==> src/pkg/ddrrf_map.svh <==
/*
  Offsets, field positions, reset values and timing counts of the
  DDR2 refresh and burst command block.
  Assumes a 100 MHz core clock; included by bare name after the package.
*/
`ifndef DDRRF_MAP_SVH
`define DDRRF_MAP_SVH

// register byte offsets (low address byte)
`define DDRRF_OFF_CTRL    8'h00
`define DDRRF_OFF_STATUS  8'h04
`define DDRRF_OFF_REFCNT  8'h08

// control fields
`define DDRRF_CTRL_BL_MSB 2
`define DDRRF_CTRL_BL_LSB 0
`define DDRRF_CTRL_BT_BIT 3
`define DDRRF_CTRL_CL_MSB 6
`define DDRRF_CTRL_CL_LSB 4
`define DDRRF_CTRL_AL_MSB 10
`define DDRRF_CTRL_AL_LSB 8
`define DDRRF_CTRL_W      11
`define DDRRF_CTRL_MASK   11'h77f
`define DDRRF_CTRL_RESET  11'h032
`define DDRRF_BL_EIGHT    3'h3
`define DDRRF_AL_MAX      3'h6
`define DDRRF_CL_MIN      3'h2

// status fields
`define DDRRF_ST_SREF_BIT 0
`define DDRRF_ST_EXIT_BIT 1
`define DDRRF_ST_DLL_BIT  2
`define DDRRF_ST_IDLE_BIT 3
`define DDRRF_ST_BUSY_BIT 4

// timing
`define DDRRF_CLK_MHZ     100
`define DDRRF_TRFC_NS     105
`define DDRRF_TXSNR_NS    115
`define DDRRF_TREFI_NS    7800
`define DDRRF_TRFC_CYC    ((`DDRRF_TRFC_NS * `DDRRF_CLK_MHZ + 999) / 1000)
`define DDRRF_TXSNR_CYC   ((`DDRRF_TXSNR_NS * `DDRRF_CLK_MHZ + 999) / 1000)
`define DDRRF_TREFI_CYC   ((`DDRRF_TREFI_NS * `DDRRF_CLK_MHZ) / 1000)
`define DDRRF_LINE_DEPTH  16

`endif

==> src/pkg/ddrrf_pkg.sv <==
/*
  Types and shared functions of the DDR2 refresh and burst command block.
  Assumes nothing of its surroundings.
*/
package ddrrf_pkg;

   typedef enum {ST_RUN, ST_SREF, ST_EXIT} ddrrf_state_t;

   typedef enum {C_DESEL, C_NOP, C_ACT, C_RD, C_WR, C_PRE, C_REF, C_SRE, C_MRS} ddrrf_kind_t;

   // command pins as sampled on the rising edge
   typedef struct packed {
      logic        cs_n;
      logic        ras_n;
      logic        cas_n;
      logic        we_n;
      logic        cke;
      logic        odt;
      logic [1:0]  ba;
      logic [12:0] addr;
   } ddrrf_cmd_t;

   // one posted column command waiting in the latency line
   typedef struct packed {
      logic       valid;
      logic       wr;
      logic [8:0] col;
   } ddrrf_ent_t;

   // command decode; cke low only ever means self refresh entry or nothing
   function automatic ddrrf_kind_t ddrrf_decode(input ddrrf_cmd_t c);
      ddrrf_kind_t k;
      k = C_DESEL;
      if (!c.cke) begin
         if ({c.cs_n, c.ras_n, c.cas_n, c.we_n} == 4'h1) begin
            k = C_SRE;
         end
      end else if (!c.cs_n) begin
         case ({c.ras_n, c.cas_n, c.we_n})
            3'h7:    k = C_NOP;
            3'h3:    k = C_ACT;
            3'h5:    k = C_RD;
            3'h4:    k = C_WR;
            3'h2:    k = C_PRE;
            3'h1:    k = C_REF;
            3'h0:    k = C_MRS;
            default: k = C_NOP;
         endcase
      end
      return k;
   endfunction

   // column of beat i; upper bits never change so the burst stays in its segment
   function automatic logic [8:0] ddrrf_beat_col(input logic [8:0] s,
                                                 input logic [2:0] i,
                                                 input logic       bl8,
                                                 input logic       ilv);
      logic [1:0] lo;
      logic       b2;
      lo = ilv ? (s[1:0] ^ i[1:0]) : 2'(s[1:0] + i[1:0]);
      b2 = bl8 ? (s[2] ^ i[2]) : s[2];
      return {s[8:3], b2, lo};
   endfunction

endpackage

==> src/ddrrf_colseq.sv <==
/*
  Burst column sequencer: two beat addresses per clock, four or eight beats.
  Assumes start pulses come at least two clocks apart.
*/
`timescale 1ns/100ps
`default_nettype none
`include "ddrrf_map.svh"

module ddrrf_colseq
   import ddrrf_pkg::*;
(
   input  wire logic       hclk,
   input  wire logic       hresetn,
   input  wire logic       start,
   input  wire logic       start_wr,
   input  wire logic [8:0] start_col,
   input  wire logic       bl8,
   input  wire logic       ilv,
   output logic            beat_valid,
   output logic            beat_wr,
   output logic [8:0]      beat_col0,
   output logic [8:0]      beat_col1
);

   logic       valid_reg, valid_next;
   logic       wr_reg,    wr_next;
   logic       bl8_reg,   bl8_next;
   logic       ilv_reg,   ilv_next;
   logic [1:0] pair_reg,  pair_next;
   logic [8:0] base_reg,  base_next;
   logic [8:0] col0_reg,  col0_next;
   logic [8:0] col1_reg,  col1_next;
   logic [1:0] last_pair;

   assign last_pair = bl8_reg ? 2'h3 : 2'h1;

   // a new start wins over a running burst, which is how a bl8 interrupt lands
   always_comb begin
      valid_next = 1'b0;
      wr_next    = wr_reg;
      bl8_next   = bl8_reg;
      ilv_next   = ilv_reg;
      pair_next  = pair_reg;
      base_next  = base_reg;
      col0_next  = col0_reg;
      col1_next  = col1_reg;
      if (start) begin
         valid_next = 1'b1;
         wr_next    = start_wr;
         bl8_next   = bl8;
         ilv_next   = ilv;
         pair_next  = 2'h0;
         base_next  = start_col;
         col0_next  = ddrrf_beat_col(start_col, 3'h0, bl8, ilv);
         col1_next  = ddrrf_beat_col(start_col, 3'h1, bl8, ilv);
      end else if (valid_reg && pair_reg != last_pair) begin
         valid_next = 1'b1;
         pair_next  = 2'(pair_reg + 2'h1);
         col0_next  = ddrrf_beat_col(base_reg, {pair_next, 1'b0}, bl8_reg, ilv_reg);
         col1_next  = ddrrf_beat_col(base_reg, {pair_next, 1'b1}, bl8_reg, ilv_reg);
      end
   end

   always_ff @(posedge hclk or negedge hresetn) begin
      if (!hresetn) begin
         valid_reg <= 1'b0;
         wr_reg    <= 1'b0;
         bl8_reg   <= 1'b0;
         ilv_reg   <= 1'b0;
         pair_reg  <= 2'h0;
         base_reg  <= 9'h000;
         col0_reg  <= 9'h000;
         col1_reg  <= 9'h000;
      end else begin
         valid_reg <= valid_next;
         wr_reg    <= wr_next;
         bl8_reg   <= bl8_next;
         ilv_reg   <= ilv_next;
         pair_reg  <= pair_next;
         base_reg  <= base_next;
         col0_reg  <= col0_next;
         col1_reg  <= col1_next;
      end
   end

   assign beat_valid = valid_reg;
   assign beat_wr    = wr_reg;
   assign beat_col0  = col0_reg;
   assign beat_col1  = col1_reg;

   a_beat_segment: assert property (@(posedge hclk) disable iff (!hresetn)
      valid_reg |-> (col0_reg[8:3] == base_reg[8:3] && col1_reg[8:3] == base_reg[8:3] &&
                     (bl8_reg || (col0_reg[2] == base_reg[2] && col1_reg[2] == base_reg[2]))))
      else $error("burst left its page segment");

   a_bl4_length: assert property (@(posedge hclk) disable iff (!hresetn)
      (start && !bl8) ##1 !start ##1 !start |=> !valid_reg)
      else $error("four beat burst ran past two clocks");

   a_seq_order: assert property (@(posedge hclk) disable iff (!hresetn)
      (start && !ilv && !bl8 && start_col[1:0] == 2'h1) |=>
         (col0_reg[1:0] == 2'h1 && col1_reg[1:0] == 2'h2) ##1 (col0_reg[1:0] == 2'h3))
      else $error("sequential order wrong");

endmodule

`default_nettype wire

==> src/ddrrf_top.sv <==
/*
  DDR2 command core: self refresh, auto refresh, deselect and nop handling,
  posted column commands and burst sequencing, with an AHB-Lite register slave.
  Assumes command pins synchronous to hclk and single word AHB transfers.
*/
// Behaviour
// in self refresh only cke is watched; low cke keeps the device there.
// controller turns termination off before self refresh entry.
// dll goes off on self refresh entry and back on at exit, unprompted.
// controller may stop the clock after entry, restarting it before exit.
// exit is cke rising with deselect or nop, clock already stable.
// controller waits the non-read exit delay before any valid command.
// controller gives nop or deselect every edge of that exit interval.
// controller keeps cke high through the read exit period, termination off.
// one auto refresh after exit before self refresh may be re-entered.
// refresh ignores bank and address; all banks idle when it completes.
// controller issues every refresh itself within the average interval.
// controller waits the refresh cycle time before activate or refresh.
// up to eight refreshes may be postponed; gap at most nine intervals.
// deselect and nop change no state; strobes and address ignored.
// bursts stay in their aligned four or eight column segment.
// controller interrupts only bl8, same direction, at the four beat mark.
// controller spaces column commands at least two clocks apart.
// column commands taken any time, held for additive latency.
// read latency is additive plus cas latency; write latency one less.
// early column commands need nonzero additive latency programmed.
// four and eight beat bursts only; length and type set by mode bits.
// interleave is start xor beat; sequential wraps inside each nibble.
// additive latency settings zero through six are supported.
// commands decoded each edge from the strobes, cke picks self refresh.
`timescale 1ns/100ps
`default_nettype none
`include "ddrrf_map.svh"

module ddrrf_top
   import ddrrf_pkg::*;
(
   input  wire logic        hclk,
   input  wire logic        hresetn,
   input  wire logic        hsel,
   input  wire logic [31:0] haddr,
   input  wire logic [1:0]  htrans,
   input  wire logic        hwrite,
   input  wire logic [2:0]  hsize,
   input  wire logic [31:0] hwdata,
   input  wire logic        hready,
   output logic             hreadyout,
   output logic             hresp,
   output logic [31:0]      hrdata,
   input  wire ddrrf_cmd_t  cmd,
   output logic             self_refresh,
   output logic             dll_on,
   output logic             refresh_busy,
   output logic             banks_idle,
   output logic             odt_active,
   output logic             beat_valid,
   output logic             beat_wr,
   output logic [8:0]       beat_col0,
   output logic [8:0]       beat_col1
);

   localparam int RFC_A = `DDRRF_TRFC_CYC + 1;

   ddrrf_kind_t kind;
   assign kind = ddrrf_decode(cmd);

   // bus slave state
   logic [`DDRRF_CTRL_W-1:0] ctrl_reg,  ctrl_next;
   logic                     wpend_reg, wpend_next;
   logic [7:0]               waddr_reg, waddr_next;
   logic [31:0]              rdata_reg, rdata_next;
   logic [4:0]               status;

   // refresh and self refresh state
   ddrrf_state_t state_reg, state_next;
   logic         dll_reg,   dll_next;
   logic         idle_reg,  idle_next;
   logic [7:0]   rfc_reg,   rfc_next;
   logic [7:0]   xsnr_reg,  xsnr_next;
   logic [11:0]  trefi_reg, trefi_next;
   logic [15:0]  refc_reg,  refc_next;
   logic [15:0]  selfc_reg, selfc_next;

   // posted column line
   ddrrf_ent_t line_reg [`DDRRF_LINE_DEPTH];
   ddrrf_ent_t line_next [`DDRRF_LINE_DEPTH];

   // configuration as used by the logic; reserved codes are clamped
   logic [2:0] cfg_al;
   logic [2:0] cfg_cl;
   logic [3:0] cfg_rl;
   logic       cfg_bl8;
   logic       cfg_ilv;
   assign cfg_al  = (ctrl_reg[`DDRRF_CTRL_AL_MSB:`DDRRF_CTRL_AL_LSB] > `DDRRF_AL_MAX) ?
                    `DDRRF_AL_MAX : ctrl_reg[`DDRRF_CTRL_AL_MSB:`DDRRF_CTRL_AL_LSB];
   assign cfg_cl  = (ctrl_reg[`DDRRF_CTRL_CL_MSB:`DDRRF_CTRL_CL_LSB] < `DDRRF_CL_MIN) ?
                    `DDRRF_CL_MIN : ctrl_reg[`DDRRF_CTRL_CL_MSB:`DDRRF_CTRL_CL_LSB];
   assign cfg_rl  = 4'(cfg_al + cfg_cl);
   assign cfg_bl8 = ctrl_reg[`DDRRF_CTRL_BL_MSB:`DDRRF_CTRL_BL_LSB] == `DDRRF_BL_EIGHT;
   assign cfg_ilv = ctrl_reg[`DDRRF_CTRL_BT_BIT];

   assign status = {rfc_reg != 8'h00, idle_reg, dll_reg,
                    state_reg == ST_EXIT, state_reg == ST_SREF};

   // ahb-lite: zero wait, read data latched in the address phase
   always_comb begin
      logic acc;
      acc        = hsel && htrans[1] && hready;
      ctrl_next  = ctrl_reg;
      wpend_next = acc && hwrite;
      waddr_next = acc ? haddr[7:0] : waddr_reg;
      rdata_next = rdata_reg;
      if (wpend_reg && waddr_reg == `DDRRF_OFF_CTRL) begin
         ctrl_next = hwdata[`DDRRF_CTRL_W-1:0] & `DDRRF_CTRL_MASK;
      end
      if (acc && !hwrite) begin
         case (haddr[7:0])
            `DDRRF_OFF_CTRL:   rdata_next = {21'h000000, ctrl_next};
            `DDRRF_OFF_STATUS: rdata_next = {27'h0000000, status};
            `DDRRF_OFF_REFCNT: rdata_next = {selfc_reg, refc_reg};
            default:           rdata_next = 32'h0000_0000;
         endcase
      end
   end

   always_ff @(posedge hclk or negedge hresetn) begin
      if (!hresetn) begin
         ctrl_reg  <= `DDRRF_CTRL_RESET;
         wpend_reg <= 1'b0;
         waddr_reg <= 8'h00;
         rdata_reg <= 32'h0000_0000;
      end else begin
         ctrl_reg  <= ctrl_next;
         wpend_reg <= wpend_next;
         waddr_reg <= waddr_next;
         rdata_reg <= rdata_next;
      end
   end

   assign hreadyout = 1'b1;
   assign hresp     = 1'b0;
   assign hrdata    = rdata_reg;

   // power state, dll and refresh bookkeeping
   always_comb begin
      state_next = state_reg;
      dll_next   = dll_reg;
      idle_next  = idle_reg;
      rfc_next   = (rfc_reg != 8'h00) ? 8'(rfc_reg - 8'h01) : 8'h00;
      xsnr_next  = xsnr_reg;
      trefi_next = trefi_reg;
      refc_next  = refc_reg;
      selfc_next = selfc_reg;
      if (rfc_reg == 8'h01) begin
         idle_next = 1'b1;
      end
      case (state_reg)
         ST_RUN: begin
            case (kind)
               C_SRE: begin
                  state_next = ST_SREF;
                  dll_next   = 1'b0;
                  trefi_next = 12'(`DDRRF_TREFI_CYC - 1);
               end
               C_REF: begin
                  rfc_next  = 8'(`DDRRF_TRFC_CYC);
                  idle_next = 1'b0;
                  refc_next = 16'(refc_reg + 16'h0001);
               end
               C_ACT: idle_next = 1'b0;
               C_PRE: idle_next = cmd.addr[10] ? 1'b1 : idle_reg;
               default: ;
            endcase
         end
         ST_SREF: begin
            // internal timer keeps the array alive; only cke is looked at, the other pins are not
            trefi_next = (trefi_reg == 12'h000) ? 12'(`DDRRF_TREFI_CYC - 1) :
                         12'(trefi_reg - 12'h001);
            if (trefi_reg == 12'h000) begin
               selfc_next = 16'(selfc_reg + 16'h0001);
            end
            if (cmd.cke) begin
               state_next = ST_EXIT;
               dll_next   = 1'b1;
               xsnr_next  = 8'(`DDRRF_TXSNR_CYC);
            end
         end
         ST_EXIT: begin
            // commands stay ignored until the exit delay in xsnr_reg has counted down
            xsnr_next = 8'(xsnr_reg - 8'h01);
            if (xsnr_reg == 8'h01) begin
               state_next = ST_RUN;
            end
         end
         default: state_next = ST_RUN;
      endcase
   end

   always_ff @(posedge hclk or negedge hresetn) begin
      if (!hresetn) begin
         state_reg <= ST_RUN;
         dll_reg   <= 1'b1;
         idle_reg  <= 1'b1;
         rfc_reg   <= 8'h00;
         xsnr_reg  <= 8'h00;
         trefi_reg <= 12'h000;
         refc_reg  <= 16'h0000;
         selfc_reg <= 16'h0000;
      end else begin
         state_reg <= state_next;
         dll_reg   <= dll_next;
         idle_reg  <= idle_next;
         rfc_reg   <= rfc_next;
         xsnr_reg  <= xsnr_next;
         trefi_reg <= trefi_next;
         refc_reg  <= refc_next;
         selfc_reg <= selfc_next;
      end
   end

   assign self_refresh = state_reg == ST_SREF;
   assign dll_on       = dll_reg;
   assign refresh_busy = rfc_reg != 8'h00;
   assign banks_idle   = idle_reg;
   assign odt_active   = cmd.odt && state_reg == ST_RUN;

   // column commands shift along; the tap picks the execution moment
   always_comb begin
      line_next[0].valid = state_reg == ST_RUN && (kind == C_RD || kind == C_WR);
      line_next[0].wr    = kind == C_WR;
      line_next[0].col   = cmd.addr[8:0];
      for (int i = 1; i < `DDRRF_LINE_DEPTH; i++) begin
         line_next[i] = line_reg[i];
         line_next[i] = line_reg[i-1];
      end
   end

   always_ff @(posedge hclk or negedge hresetn) begin
      if (!hresetn) begin
         for (int i = 0; i < `DDRRF_LINE_DEPTH; i++) begin
            line_reg[i] <= '0;
         end
      end else begin
         for (int i = 0; i < `DDRRF_LINE_DEPTH; i++) begin
            line_reg[i] <= line_next[i];
         end
      end
   end

   // read taps at rl-1, write at rl-2, so the first beat shows rl or wl later
   ddrrf_ent_t rd_tap;
   ddrrf_ent_t wr_tap;
   logic       seq_start;
   assign rd_tap    = line_reg[4'(cfg_rl - 4'h1)];
   assign wr_tap    = line_reg[4'(cfg_rl - 4'h2)];
   assign seq_start = (rd_tap.valid && !rd_tap.wr) || (wr_tap.valid && wr_tap.wr);

   ddrrf_colseq u_colseq (
      .hclk       (hclk),
      .hresetn    (hresetn),
      .start      (seq_start),
      .start_wr   (wr_tap.valid && wr_tap.wr),
      .start_col  ((wr_tap.valid && wr_tap.wr) ? wr_tap.col : rd_tap.col),
      .bl8        (cfg_bl8),
      .ilv        (cfg_ilv),
      .beat_valid (beat_valid),
      .beat_wr    (beat_wr),
      .beat_col0  (beat_col0),
      .beat_col1  (beat_col1)
   );

   a_sref_entry: assert property (@(posedge hclk) disable iff (!hresetn)
      (state_reg == ST_RUN && kind == C_SRE) |=> (self_refresh && !dll_on))
      else $error("self refresh entry did not stop the dll");

   a_sref_exit: assert property (@(posedge hclk) disable iff (!hresetn)
      (state_reg == ST_SREF && cmd.cke) |=> (dll_on && state_reg == ST_EXIT))
      else $error("self refresh exit did not restart the dll");

   a_sref_hold: assert property (@(posedge hclk) disable iff (!hresetn)
      (state_reg == ST_SREF && !cmd.cke) |=> (state_reg == ST_SREF && $stable(idle_reg)))
      else $error("self refresh left while cke low");

   a_sref_nocol: assert property (@(posedge hclk) disable iff (!hresetn)
      (state_reg != ST_RUN) |=> !line_reg[0].valid)
      else $error("column command taken outside normal operation");

   a_ref_idle: assert property (@(posedge hclk) disable iff (!hresetn)
      (state_reg == ST_RUN && kind == C_REF) |=> refresh_busy ##[1:RFC_A] banks_idle)
      else $error("refresh did not leave banks idle");

   a_nop_still: assert property (@(posedge hclk) disable iff (!hresetn)
      (state_reg == ST_RUN && (kind == C_NOP || kind == C_DESEL) && rfc_reg == 8'h00)
         |=> ($stable(idle_reg) && $stable(refc_reg) && state_reg == ST_RUN))
      else $error("nop or deselect changed state");

   a_read_lat: assert property (@(posedge hclk) disable iff (!hresetn)
      (state_reg == ST_RUN && kind == C_RD && cfg_al == 3'h0 && cfg_cl == 3'h3 &&
       $stable(ctrl_reg)) |-> ##4 (beat_valid && !beat_wr))
      else $error("read data not at read latency");

   a_write_lat: assert property (@(posedge hclk) disable iff (!hresetn)
      (state_reg == ST_RUN && kind == C_WR && cfg_al == 3'h2 && cfg_cl == 3'h3 &&
       $stable(ctrl_reg)) |-> ##5 (beat_valid && beat_wr))
      else $error("write data not at write latency");

endmodule

`default_nettype wire

==> config.mk <==
export PLATFORM = sky130hd
export DESIGN_NAME = ddrrf_top
export DESIGN_NICKNAME = d
export VERILOG_FILES = /design/src/pkg/ddrrf_pkg.sv /design/src/ddrrf_colseq.sv /design/src/ddrrf_top.sv
export VERILOG_INCLUDE_DIRS = /design/src /design/src/pkg
export SDC_FILE = /design/constraint.sdc
export NUM_CORES = 1
export LEC_CHECK = 0
export BUFFER_PORTS_ARGS = -buffer_cell sky130_fd_sc_hd__buf_2
export CORE_MARGIN = 2
export CORE_UTILIZATION = 56
export CTS_BUF_LIST = sky130_fd_sc_hd__clkbuf_8
export CTS_CLUSTER_DIAMETER = 30
export CTS_CLUSTER_SIZE = 8
export DETAILED_ROUTE_END_ITERATION = 6
export GPL_ROUTABILITY_DRIVEN = 1
export PLACE_DENSITY = 0.81
export SLEW_MARGIN = 5
export SYNTH_ARGS = -nofsm -noshare
export SYNTH_HDL_FRONTEND = slang
export SYNTH_HIERARCHICAL = 1
export SYNTH_SLANG_ARGS = --single-unit
==> constraint.sdc <==
create_clock -name hclk -period 6.6 [get_ports hclk]
set_input_delay 0.33 -clock hclk [delete_from_list [all_inputs] [get_ports hclk]]
set_output_delay 0.33 -clock hclk [all_outputs]
set_load 0.02 [all_outputs]
=== After elaboration in Yosys (flattened, before gate mapping) ===
Cells that the tools add are included.

* Bitwise logic cells: 6
* $add $sub $neg: 12
* Equality and inequality tests: 26
* Order comparisons: 4
* Reduce and logical (&&, ||, !) cells: 31
* Mux-type cells: 47

{| class="wikitable"
|+ Operators by type and width
! kind !! count
|-
| 32-bit case mux with 3 select lines || 2
|-
| 32-bit by 3-bit equality test with 1-bit output, second input constant || 5
|-
| 32-bit two-way mux || 4
|-
| 32-bit by 2-bit equality test with 1-bit output, second input constant || 3
|-
| 11-bit binary-select mux with 4-bit select || 2
|-
| 32-bit logical NOT || 2
|-
| 11-bit two-way mux || 5
|-
| 9-bit two-way mux || 5
|-
| 16-bit by 1-bit adder with 16-bit output, second input constant || 2
|-
| 32-bit by 1-bit equality test with 1-bit output, second input constant || 1
|-
| 32-bit by 4-bit equality test with 1-bit output, second input constant || 1
|-
| 8-bit two-way mux || 4
|-
| 12-bit two-way mux || 2
|-
| 12-bit case mux with 2 select lines || 1
|-
| 4-bit case mux with 6 select lines || 1
|-
| 8-bit by 1-bit equality test with 1-bit output, second input constant || 2
|-
| 8-bit logical NOT || 2
|-
| 8-bit case mux with 2 select lines || 1
|-
| 8-bit by 1-bit subtractor with 8-bit output, second input constant || 2
|-
| 12-bit logical NOT || 1
|-
| 2-bit two-way mux || 6
|-
| 12-bit by 1-bit subtractor with 12-bit output, second input constant || 1
|-
| 5-bit greater-or-equal comparator, second input constant || 2
|-
| 1-bit logical AND || 10
|-
| 33 further kinds || 59
|}

* Bits in registers: 355
* Output and inout port bits: 59
* Logic and storage cells: 194

=== Longest topological paths before layout ===
Gate-level depths: netlist (run 1).

* Depth after elaboration: 13
* Gate-level depth with buffers: 17
* Depth with buffers taken out: 13

=== Hierarchy ===
The synthesis (run 1) kept the hierarchy.

{| class="wikitable"
|+ By module, submodules not included
! module !! area each (µm²) !! seq. area each (µm²) !! cells an instance !! times used
|-
| ddrrf_top || 12693.4 || 7313.3 || 960 || 1
|-
| ddrrf_colseq || 1203.7 || 650.6 || 92 || 1
|}

=== Worst setup path after synthesis (run 1) ===
No wires, ideal clock.

* Kind: register to register
* Start: register ctrl_reg[6]
* End: register u_colseq.col0_reg[3], in the netlist u_colseq/beat_col0[3]
* Buffers on the path: 6
* Stages on the path, launching flop included: 17
* Path slack: 2.332 ns
* Arrival time: 4.142 ns
* Path through: dfrtp_1 -> o21a_1 -> ha_1 -> fa_1 -> buf_2 -> buf_2 -> inv_2 -> ha_1 -> clkbuf_1 -> clkbuf_1 -> mux4_2 -> mux2i_1 -> nand3_1 -> buf_2 -> or2_4 -> buf_8 -> mux2_4

* Word-level cells in the longest chain between the ends: 12
* Elaborated cells between the ends (all ways): 20

{| class="wikitable"
|+ RTL lines
! item !! line !! source
|-
| start: declaration || ddrrf_top.sv:68 || <nowiki>logic [`DDRRF_CTRL_W-1:0] ctrl_reg, ctrl_next;</nowiki>
|-
| start signal: assignment || ddrrf_top.sv:128 || <nowiki>ctrl_reg <= `DDRRF_CTRL_RESET;</nowiki>
|-
| start signal: assignment || ddrrf_top.sv:133 || <nowiki>ctrl_reg <= ctrl_next;</nowiki>
|-
| 3-bit by 2-bit < comparator with 1-bit output (no line) || n/a ||
|-
| 3-bit two-way mux (*) || ddrrf_top.sv:96 || <nowiki>assign cfg_cl = (ctrl_reg[`DDRRF_CTRL_CL_MSB:`DDRRF_CTRL_CL_LSB] < `DDRRF_CL_MIN) ?</nowiki>
|-
| 3-bit by 3-bit adder with 4-bit output (*) || ddrrf_top.sv:98 || <nowiki>assign cfg_rl = 4'(cfg_al + cfg_cl);</nowiki>
|-
| 4-bit by 1-bit subtractor with 4-bit output || ddrrf_top.sv:254 || <nowiki>assign rd_tap = line_reg[4'(cfg_rl - 4'h1)];</nowiki>
|-
| 4-bit NOT with 5-bit output (implied by the code) || ddrrf_top.sv:254 ||
|-
| 11-bit binary-select mux with 4-bit select || ddrrf_top.sv:254 ||
|-
| 11-bit two-way mux (implied by the code) (2 in a row) || ddrrf_top.sv:254 ||
|-
| 1-bit logical NOT || ddrrf_top.sv:256 || <nowiki>assign seq_start = (rd_tap.valid && !rd_tap.wr) || (wr_tap.valid && wr_tap.wr);</nowiki>
|-
| 1-bit logical AND || ddrrf_top.sv:256 ||
|-
| 1-bit logical OR (*) || ddrrf_top.sv:256 ||
|-
| named net seq_start || ddrrf_top.sv:253 || <nowiki>logic seq_start;</nowiki>
|-
| 9-bit two-way mux or 2-bit nonzero test (tied branches) || n/a ||
|-
| end signal: assignment || ddrrf_colseq.sv:81 || <nowiki>col0_reg <= col0_next;</nowiki>
|-
| end: declaration || ddrrf_colseq.sv:31 || <nowiki>logic [8:0] col0_reg, col0_next;</nowiki>
|}

Mark *: on every way through the listed nets, which the timed path passes. The rest lies on a longest branch. The select of a mux whose other input is x is not followed.
A chain may end at the register's enable or synchronous reset.

=== Final worst setup path (run 1) ===
* Start: register ctrl_reg[9]
* End: register u_colseq.col0_reg[7], in the netlist u_colseq/beat_col0[7]

* Word-level cells in the longest chain between the ends: 12
* Elaborated cells between the ends (all ways): 20

{| class="wikitable"
|+ RTL lines
! item !! line !! source
|-
| 3-bit > comparator (no line) || n/a ||
|-
| 3-bit two-way mux (*) || ddrrf_top.sv:94 || <nowiki>assign cfg_al = (ctrl_reg[`DDRRF_CTRL_AL_MSB:`DDRRF_CTRL_AL_LSB] > `DDRRF_AL_MAX) ?</nowiki>
|-
| 3-bit by 3-bit adder with 4-bit output (*) || ddrrf_top.sv:98 ||
|-
| 4-bit by 1-bit subtractor with 4-bit output || ddrrf_top.sv:254 ||
|-
| 4-bit NOT with 5-bit output (implied by the code) || ddrrf_top.sv:254 ||
|-
| 11-bit binary-select mux with 4-bit select || ddrrf_top.sv:254 ||
|-
| 11-bit two-way mux (implied by the code) (2 in a row) || ddrrf_top.sv:254 ||
|-
| 1-bit logical NOT || ddrrf_top.sv:256 ||
|-
| 1-bit logical AND || ddrrf_top.sv:256 ||
|-
| 1-bit logical OR || ddrrf_top.sv:256 ||
|-
| 9-bit two-way mux (*) || ddrrf_colseq.sv:47 || <nowiki>if (start) begin</nowiki>
|-
| named net u_colseq.col0_next[7] || ddrrf_colseq.sv:31 ||
|}

Marks and branches as above.

==> results of run 1 <==
-- synth_stat cells (3+ instances only) --
library cell  count  share of area [%]
dfrtp_1         313                 56
nand2_1          98                2.6
mux4_2           64                 10
mux2i_1          56                4.0
o21ai_0          55                2.0
nor2_1           51                1.4
mux2_2           43                3.5
xnor2_1          33                2.1
inv_1            29               0.78
clkbuf_1         23               0.62
nand3_1          23               0.83
nor3_1           20               0.72
a21oi_1          17               0.61
buf_2            16               0.58
nand4_1          15               0.68
buf_4            14               0.76
xor2_1           14               0.88
ha_1             12                1.1
nor4_1            9               0.41
o32ai_1           9               0.57
a22oi_1           8               0.43
a211oi_1          7               0.38
mux2_4            7               0.76
nor3b_1           7               0.38
a221oi_1          6               0.38
and3_1            6               0.27
nand2b_1          6               0.27
a222oi_1          5               0.36
dfstp_2           5               0.95
o211ai_1          5               0.27
a31oi_1           4               0.18
and2_1            4               0.18
nor2b_1           4               0.18
o31ai_1           4               0.22
or4_1             4               0.22
a21o_1            3               0.16
buf_1             3              0.081
nor4b_1           3               0.19
o221ai_1          3               0.19
or2_2             3               0.14
xnor2_2           3               0.35
-- routing by layer --
metal | vias to the layer above | global-route usage [%] | wire [µm]
li1 | 4088 | - | -
met1 | 4672 | 32.4 | 12700
met2 | 302 | 38.7 | 14900
met3 | 73 | 4.49 | 1600
met4 | 0 | 10.9 | 1100
met5 | - | 0 | 0
-- cell type report --
class / instances / share of cell area (%)
multi-input cells: 644 / 34.7
inverters: 31 / 0.731
well taps: 324 / 2.55
clock inverters: 32 / 1.35
flip-flops and latches: 318 / 50.1
repair buffers: 132 / 5.14
clock buffers: 63 / 5.45
-- critical path, stage by stage (launching register included) --
cell	delay, ns
dfrtp_1	0.43
a21boi_0	0.37
ha_4	0.72
inv_2	0.43
ha_1	1.03
buf_4	0.45
mux4_2	0.36
mux2i_1	0.18
mux2_2	0.18
mux2i_1	0.12
mux2_2	0.34
mux2_2	0.27
-- placed cells by master, fill, tap and decap left out, types with 11 or more instances in the layout --
master,count
nand3_1,23
buf_2,95
o21ai_0,55
mux2_2,43
inv_1,43
buf_4,13
mux4_2,64
dlygate4sd3_1,23
clkbuf_8,63
a21oi_1,17
xor2_1,14
nand2_1,98
nand4_1,15
nor3_1,20
mux2i_1,56
nor2_1,51
xnor2_1,32
dfrtp_1,313
ha_1,11
-- cells by family after synthesis --
group	Yosys count	share of synthesized area, %
and+or+nand+nor	264	9.17
other	2	0.0540
buffers and inverters	90	3.14
adders and majority gates	13	1.22
xor gates and xnor gates	52	3.67
DFF	318	57.3
AOI/OAI and AO/OA	143	6.78
muxes	170	18.6
-- how the worst max path moves through the flow --
| stage | cells after the start | start | slack, ns | end |
|---|---|---|---|---|
| 3_3_place_gp | 11 | ctrl_reg[9] | 1.68 | u_colseq/beat_col0[7] |
| 3_5_place_dp | 11 | ctrl_reg[9] | 1.56 | u_colseq/beat_col0[6] |
| 6_report | 11 | ctrl_reg[9] | 1.54 | u_colseq/beat_col0[7] |
| 5_1_grt | 11 | ctrl_reg[9] | 1.28 | u_colseq/beat_col0[3] |
| 2_1_floorplan | 16 | ctrl_reg[6] | 2.33 | u_colseq/beat_col0[3] |
| 4_1_cts | 11 | ctrl_reg[9] | 1.49 | u_colseq/beat_col0[3] |
-- timing repair --
action,4_1_cts,5_1_grt
buffers inserted,0,0
hold buffers,23,0
setup endpoints to repair,0,0
hold endpoints to repair,149,0
-- report_power, final --
part           total, W  switching (W)  internal (W)
Combinational   0.00200        0.00105      0.000950
Sequential      0.00243       0.000227       0.00220
Clock           0.00176       0.000807      0.000952
Total           0.00619        0.00209       0.00410
-- through the flow --
step | worst slack [ns] | total power (W)
floorplan | 2.33 | 0.00396
global placement | 1.68 | 0.00436
detailed placement | 1.56 | 0.00443
CTS | 1.49 | 0.00621
global route | 1.28 | 0.00651
finish | 1.54 | 0.00619
==> results.cfg, run 1 <==
[logic_synthesis]
synth_nets = 1160
ys_types = 71
ys_seq_elements = 318
syn_area_um2 = 13900
synth_edf_count = 0
synth_ff_type = dfrtp_1
synthCells = 1052
ys_seq_area_share_pct = 57.3
avgSynthCellArea_um2 = 13.2
ys_warn_count = 6
async_flop_share_pct = 100

[hold_path]
hold_path.class = in -> reg
min_path_cells = 2
hp-start = hwdata[5]
hold_end = ctrl_reg[5]

[global_routing]
grt_pass1_vias = 9530
grt_overflow = 0
grt_usage_pct = 24.1
antenna_found_initial = 0
grt_pass1_wl_um = 49700
grt_max_degree = 132

[placed_design]
dp.cells = 1426
place_congestion = 0.860
place_area_um2 = 14600
hpwl_um = 18700
numPortBuffers = 96

[floorplan]
die_height_um = 162
initial_core_util_pct = 57.1
io_pins = 154
die_x_um = 162
coreArea_um2 = 24300
rows = 57
die_area_um2 = 26100

[detailed_routing]
drc_errors = 0
drtPass1Iterations = 5
route.vias.total = 9135
routed_wl_um = 30300
vias_per_cell = 5.92
drt_iter0_markers = 684
postRouteAntennaNets = 0
routedWlPerCell_um = 19.6

[clock_network]
cts_tree = done
root_buffer = clkbuf_8
cts_inserted_buffers = 55
cts_resized = 0
clock-sinks = 318
clkSlewWorstSetupHoldPaths_ns = 0.06
insertion_delay_ns = 0.59
htreeDepth = 2
clockBufferDepth = 3

[pwr]
power_density_nw_per_um2 = 389
peakVddDrop_v = 0.000243
p_leak_nw = 7.10

[finish]
regArea_um2 = 7960
fin_nets = 1290
drive_gt1_share_pct = 26.8
multi_input_area_um2 = 5520
diodes = 0
largest_reg_flops = 165
final_util_pct = 65.4
syn2layout_area_growth_pct = 14.5
layout.cells.non_filler = 1544
fin_area_um2 = 15900
nFillCells = 1690

[worst_setup_path]
r2r-start = ctrl_reg[9]
crit_path_end_kind = flop
start_kind = flop
worstPathArrival_ns = 5.52
cp_max_fo = 56
r2r_setup_slack_ns = 1.54
worstSetupPathType = reg -> reg
reg2reg_depth = 11
critical_path_required_ns = 7.06
r2r_end = u_colseq/beat_col0[7]

[timing]
period_minus_slack_ns = 5.06
max_freq_ghz = 0.198
setup_viol = 0
worst_pin_slew_ns = 1.22
whs_ns = 0.0265
slew_headroom_pct = 18.0
fin_setup_tns_ns = 0
rsz0062_at_grt = no
slew_violations = 0
finalHoldViolCount = 0
finalCritPeriodShare_pct = 76.7
skew_ns = 0.0209

[status]
status = complete, no violations

[flow_run]
drv_cap = 0
(Power assumes the default switching activity.)
==> run 2: changes to the inputs <==
--- a/config.mk
+++ b/config.mk
@@ -6,6 +6,7 @@
 export SDC_FILE = /design/constraint.sdc
 export NUM_CORES = 1
 export LEC_CHECK = 0
+export ABC_AREA = 1
 export BUFFER_PORTS_ARGS = -buffer_cell sky130_fd_sc_hd__buf_2
 export CORE_MARGIN = 2
 export CORE_UTILIZATION = 56
@@ -14,7 +15,7 @@
 export CTS_CLUSTER_SIZE = 8
 export DETAILED_ROUTE_END_ITERATION = 6
 export GPL_ROUTABILITY_DRIVEN = 1
-export PLACE_DENSITY = 0.81
+export PLACE_DENSITY = 0.8
 export SLEW_MARGIN = 5
 export SYNTH_ARGS = -nofsm -noshare
 export SYNTH_HDL_FRONTEND = slang
==> constraint.sdc (replaced) <==
create_clock -name hclk -period 4.75 [get_ports hclk]
set_input_delay 0.2375 -clock hclk [delete_from_list [all_inputs] [get_ports hclk]]
set_output_delay 0.2375 -clock hclk [all_outputs]
set_load 0.02 [all_outputs]
==> run 2 against run 1 <==
  * First-iteration DRC count grew 84%
  * Via count grew 50%
  * Core utilization grew 0.34 points
  * Register-to-register slack lost 1.0 ns
  * Combinational power grew to 3.5 times the previous value
  * Count of clock-buffer cells in the layout grew 21
  * Fmax grew 19%
  * Worst setup slack lost 1.0 ns
  * Synthesized area grew 15%
  * Routed wire length grew 23%
  * Global-route usage grew 1.5 points
  * Sequential power grew 39%
  * Largest cell class unchanged
  * Highest routed layer unchanged
==> results.cfg, run 2 <==
[finish]
regArea_um2 = 7960
syn2layout_area_growth_pct = 15.3
fin_nets = 2339
diodes = 0
nFillCells = 2291
largest_reg_flops = 165
layout_common_cells = nand2_1, dfrtp_1, inv_1, nand3_1, buf_2
drive_gt1_share_pct = 11.6
final_common_cell = nand2_1
multi_input_area_um2 = 6470

[clock_network]
clkSlewWorstSetupHoldPaths_ns = 0.06
cts_setup_buffers = 0
root_buffer = clkbuf_8
clock-sinks = 318
clockBufferDepth = 3
htreeDepth = 3
cts_inserted_buffers = 69
cts_tree = done
insertion_delay_ns = 0.60

[logic_synthesis]
synth_top_family_by_area = simple AND/OR/NAND/NOR gates
synth_compound_area_share_pct = 3.71
ys_seq_area_share_pct = 50.0
syn_area_um2 = 15900
ys_warn_count = 6
synth_common_cells = nand2_1, dfrtp_1, inv_1, nand3_1, o21ai_0
synth_edf_count = 0
ys_seq_elements = 318
post-synth-top-count-cell = nand2_1
synth.top_cell.area_share_pct = 49.1
synth_ff_type = dfrtp_1
synth_fa_ha_area_share_pct = 1.07
synth_simple_gate_area_share_pct = 33.5
yosys-top-cells-area = dfrtp_1, nand2_1, nand3_1
synthCells = 2112
synth_nets = 2220
muxShareOfSynthArea_pct = 0.141
avgSynthCellArea_um2 = 7.55
ys_types = 42
synth_xor_area_share_pct = 2.03
async_flop_share_pct = 100
netlist.top_cell.by_area = dfrtp_1

[floorplan]
io_pins = 154
coreArea_um2 = 27900
rows = 61
initial_core_util_pct = 57.1
die_height_um = 173
die_area_um2 = 29800
die_x_um = 173

[worst_setup_path]
start_kind = flop
crit_path_end_kind = flop
worstPathArrival_ns = 4.71
reg2reg_depth = 15
critical_path_required_ns = 5.22
r2r-start = ctrl_reg[5]
worstSetupPathType = reg -> reg
r2r_setup_slack_ns = 0.51
cp_max_fo = 44
r2r_end = u_colseq/beat_col0[7]

[detailed_routing]
postRouteAntennaNets = 0
vias_per_cell = 5.14
drc_errors = 0
drt_iter0_markers = 1257
route.vias.total = 13671
routedWlPerCell_um = 14.0
drtPass1Iterations = 5
routed_wl_um = 37300

[pwr]
peakVddDrop_v = 0.000542
fin_total_pwr_w = 0.0137
power_density_nw_per_um2 = 748
p_leak_nw = 9.87

[hold_path]
hold_end = ctrl_reg[6]
hp-start = hwdata[6]
hold_path.class = in -> reg
min_path_cells = 3

[global_routing]
grt_pass1_wl_um = 64000
grt_max_degree = 152
antenna_found_initial = 0
grt_overflow = 0
grt_usage_pct = 25.6
grt_pass1_vias = 13646

[timing]
worst_pin_slew_ns = 0.942
finalHoldViolCount = 0
setup_viol = 0
max_freq_ghz = 0.236
period_minus_slack_ns = 4.24
skew_ns = 0.0377
finalCritPeriodShare_pct = 89.3
rsz0062_at_grt = no
slew_violations = 0
fin_setup_tns_ns = 0
slew_headroom_pct = 37.2

[status]
status = complete, no violations

[placed_design]
hpwl_um = 23400
place_congestion = 0.884
numPortBuffers = 96

[flow_run]
drv_cap = 0
==> run 2: cell types whose count changed in the layout (fill, tap and decap cells not counted), moves of 21 or more <==
cell and delta:
xnor2_1 -27, clkbuf_8 +21, o21ai_0 +37, mux2_2 -41
mux2i_1 -56, nand2_1 +773, mux4_2 -64, nand3_1 +199
inv_1 +220, nor2_1 +39
==> run 2: worst max-delay path by stage <==
stage / start / endpoint / slack [ns] / cells past startpoint
2_1_floorplan: ctrl_reg[5] / u_colseq/beat_col0[4] / 1.16 / 22
3_3_place_gp: ctrl_reg[5] / u_colseq/beat_col0[2] / 0.71 / 15
3_5_place_dp: ctrl_reg[5] / u_colseq/beat_col1[0] / 0.62 / 15
4_1_cts: ctrl_reg[5] / u_colseq/beat_col1[0] / 0.56 / 15
5_1_grt: ctrl_reg[5] / u_colseq/beat_col0[4] / 0.22 / 15
6_report: ctrl_reg[5] / u_colseq/beat_col0[7] / 0.51 / 15
==> run 2: what timing repair did <==
item / in CTS / in global routing
endpoints found under the hold margin: 93 / 0
hold buffers: 29 / 0
gates resized for setup: 0 / 0
==> run 2: per-layer routing <==
metal | global-route usage, % | vias to the layer above | wire [µm] | share of wire [%]
met4 | 10.6 | 0 | 930 | 2.5
li1 | - | 6747 | - | -
met3 | 4.49 | 90 | 2410 | 6.5
met5 | 0 | - | 0 | 0
met1 | 33.7 | 6342 | 16200 | 44
met2 | 42.3 | 492 | 17700 | 47
==> run 2: power breakdown <==
| group | total, W | internal (W) | leakage (nW) | switching, W |
|---|---|---|---|---|
| sequential | 0.00338 | 0.00313 | 3.96 | 0.000245 |
| combinational | 0.00706 | 0.00211 | 5.09 | 0.00495 |
| clock | 0.00330 | 0.00201 | 0.825 | 0.00129 |
==> run 2: layout make-up <==
type,count,area share (%)
Clock buffer,84,6.29
Multi-Input combinational cell,1442,35.2
Inverter,261,5.36
Sequential cell,318,43.4
Tap cell,378,2.57
Clock inverter,40,2.25
Timing Repair Buffer,139,4.96
==> run 2: cell families after synthesis <==
family                   count (synthesis)
adder cells (fa/ha/maj)                 13
flip-flops                             318
XOR/XNOR                                37
AND/OR/NAND/NOR                       1274
buffers and inverters                  352
AO/OA/AOI/OAI                          114
multiplexers                             2
other                                    2
==> run 2: critical path, stage by stage, from the launching register on <==
cell and delay [ns]:
dfstp_2 0.52, inv_1 0.07, a21oi_1 0.26, ha_4 0.47, clkinv_2 0.39, ha_1 0.43, buf_4 0.47, o21ai_0 0.24
nand3_1 0.14, nand3_1 0.11, nand4_1 0.29, inv_2 0.22, nand2_4 0.19, clkinv_2 0.15, nand2_1 0.10, nand2_1 0.05
==> run 2: metrics by stage <==
| step | utilization, % | setup slack, ns | instance area (µm²) | instances | hold WS (ns) |
|---|---|---|---|---|---|
| finish | 65.8 | 0.506 | 18400 | 2662 | 0.0391 |
| global route | 65.8 | 0.221 | 18400 | 2662 | 0.0253 |
| CTS | 65.8 | 0.556 | 18400 | 2662 | 0.00703 |
| detailed placement | 59.1 | 0.624 | 16500 | 2509 | 0.223 |
| global placement | 59.1 | 0.711 | 16500 | 2509 | 0.216 |
| floorplan | - | 1.16 | 15900 | 2112 | -0.0581 |
==> run 3: changes to the inputs <==
--- a/config.mk
+++ b/config.mk
@@ -8,7 +8,7 @@
 export LEC_CHECK = 0
 export ABC_AREA = 1
 export BUFFER_PORTS_ARGS = -buffer_cell sky130_fd_sc_hd__buf_2
-export CORE_MARGIN = 2
+export CORE_MARGIN = 10
 export CORE_UTILIZATION = 56
 export CTS_BUF_LIST = sky130_fd_sc_hd__clkbuf_8
 export CTS_CLUSTER_DIAMETER = 30
==> run 3 against run 2 <==
  * Core utilization grew 0.10 points
  * Worst hold slack worse by 0.0098 ns
  * Global-route usage decreased by 3.7 points
  * Critical endpoint is now u_colseq/beat_col1[1]
  * Total power rose by 0.45%
  * Largest cell class unchanged
  * Non-clock buffer count is 2 higher
  * Critical path depth up 1
  * Register-to-register slack improved by 0.13 ns
  * Highest routed layer unchanged
  * Routed wire length rose by 3.6%
==> results.cfg, run 3 (synthesis gave the netlist of run 2 again) <==
[worst_setup_path]
worstPathArrival_ns = 4.64
endpoint = u_colseq/beat_col1[1]
r2r_end = u_colseq/beat_col1[1]
worstSetupPathType = reg -> reg
critical_path_required_ns = 5.28
r2r_setup_slack_ns = 0.64
start_kind = flop
r2r-start = ctrl_reg[5]
crit_path_end_kind = flop
startpoint = ctrl_reg[5]
cp_max_fo = 40
reg2reg_depth = 16

[timing]
slew_violations = 0
finalCritPeriodShare_pct = 86.6
finalHoldViolCount = 0
setup_viol = 0
period_minus_slack_ns = 4.11
worst_pin_slew_ns = 0.975
skew_ns = 0.0453
max_freq_ghz = 0.243
slew_headroom_pct = 35.0
fin_setup_tns_ns = 0
rsz0062_at_grt = no

[floorplan]
coreArea_um2 = 27900
die_x_um = 189
rows = 61
die_area_um2 = 35600
io_pins = 154
die_height_um = 189
initial_core_util_pct = 57.1

[pwr]
p_leak_nw = 9.87
p_clk_share_pct = 23.8
p_int_w = 0.00726
peakVddDrop_v = 0.000592
fin_total_pwr_w = 0.0138
comb_power_share_pct = 51.7
power_density_nw_per_um2 = 750
swShare_pct = 47.4
power_switching_w = 0.00654
pwr-share-seq_pct = 24.5

[global_routing]
antenna_found_initial = 0
grt_pass1_vias = 14102
globalRouteMet2Util_pct = 35.5
grt_usage_pct = 21.9
grt_pass1_wl_um = 66300
grt_overflow = 0
grtUsageMet3_pct = 4.52
grt_max_degree = 114
top_usage_layer = met2
met1_usage_pct = 27.4

[finish]
drive_gt1_share_pct = 11.5
multi_input_area_um2 = 6470
nFillCells = 2315
largest_reg_flops = 165
diodes = 0
final_common_cell = nand2_1
regArea_um2 = 7960
layout_common_cells = nand2_1, dfrtp_1, inv_1, nand3_1, buf_2
fin_nets = 2340
syn2layout_area_growth_pct = 15.4

[placed_design]
hpwl_um = 24400
numPortBuffers = 96
place_congestion = 0.908

[status]
status = complete, no violations

[detailed_routing]
drt_iter0_markers = 1233
postRouteAntennaNets = 0
drtPass1Iterations = 6
routed_wl_um = 38600
route.vias.total = 13861
routedWlPerCell_um = 14.5
vias_per_cell = 5.21
drc_errors = 0

[clock_network]
clkSlewWorstSetupHoldPaths_ns = 0.06
htreeDepth = 3
cts_setup_buffers = 0
cts_inserted_buffers = 68
clockBufferDepth = 3
clock-sinks = 318
insertion_delay_ns = 0.61
cts_tree = done
root_buffer = clkbuf_8

[flow_run]
drv_cap = 0

[hold_path]
hold_path.class = in -> reg
==> run 3: changes by cell type in the layout (fill, tap and decap cells not counted), sizes merged <==
| cell | change |
|---|---|
| clkinvlp | -1 |
| inv | -4 |
| bufinv | -1 |
| clkinv | -2 |
| clkbuf | +2 |
| dlygate4sd3 | +2 |
==> run 3: critical path: stages (launching register included) <==
cell	delay, ns
dfstp_2	0.52
inv_1	0.06
a21oi_1	0.26
ha_4	0.19
fa_1	0.44
inv_2	0.08
buf_4	0.45
nand2_2	0.17
nand2_1	0.11
nand2_2	0.22
nand3_2	0.32
nand4_1	0.41
inv_2	0.37
nand2_4	0.15
clkinv_2	0.14
nand2_1	0.07
nand2_1	0.07
==> run 3: cell type report <==
class / instances / area share, %
clock buffer: 86 / 6.43
clock inverter: 32 / 2.07
inverter: 261 / 5.35
multi-input combinational: 1442 / 35.1
sequential: 318 / 43.3
tap: 378 / 2.57
timing repair buffer: 141 / 5.13
==> run 3: per-stage QoR <==
step | area (µm²) | setup WS [ns] | utilization [%] | std cells | hold slack [ns]
floorplan | 15900 | 1.16 | - | 2112 | -0.0581
global placement | 16500 | 0.801 | 59.1 | 2509 | 0.340
detailed placement | 16500 | 0.693 | 59.1 | 2509 | 0.347
CTS | 18400 | 0.641 | 65.9 | 2658 | 0.000202
global route | 18400 | 0.299 | 65.9 | 2658 | 0.0272
finish | 18400 | 0.638 | 65.9 | 2658 | 0.0293
==> run 3: metal layers <==
| metal | vias up | routed length, µm |
|---|---|---|
| li1 | 6740 | - |
| met5 | - | 0 |
| met3 | 100 | 2450 |
| met1 | 6574 | 16600 |
| met2 | 447 | 18300 |
| met4 | 0 | 1290 |
==> run 3: timing repair <==
action                                 4_1_cts  5_1_grt
endpoints found under the hold margin      132        0
hold buffers                                31        0
resized for setup                            0        0
==> run 3: how the worst min path moves through the flow <==
stage	to	from	slack (ns)	cells past startpoint
4_1_cts	ctrl_reg[9]	hwdata[9]	0.0002	3
3_5_place_dp	line_next[3]	hresetn	0.35	1
3_3_place_gp	line_next[3]	hresetn	0.34	1
5_1_grt	ctrl_reg[9]	hwdata[9]	0.03	3
6_report	ctrl_reg[9]	hwdata[9]	0.03	3
2_1_floorplan	ctrl_reg[0]	hresetn	-0.06	0
==> run 3: power by group through the flow <==
stage               Clock, W  Combinational [W]  Sequential (W)
CTS                  0.00335            0.00707         0.00338
global placement           0            0.00684         0.00340
global route         0.00348            0.00813         0.00342
finish               0.00329            0.00713         0.00338
floorplan                  0            0.00542         0.00342
detailed placement         0            0.00699         0.00342
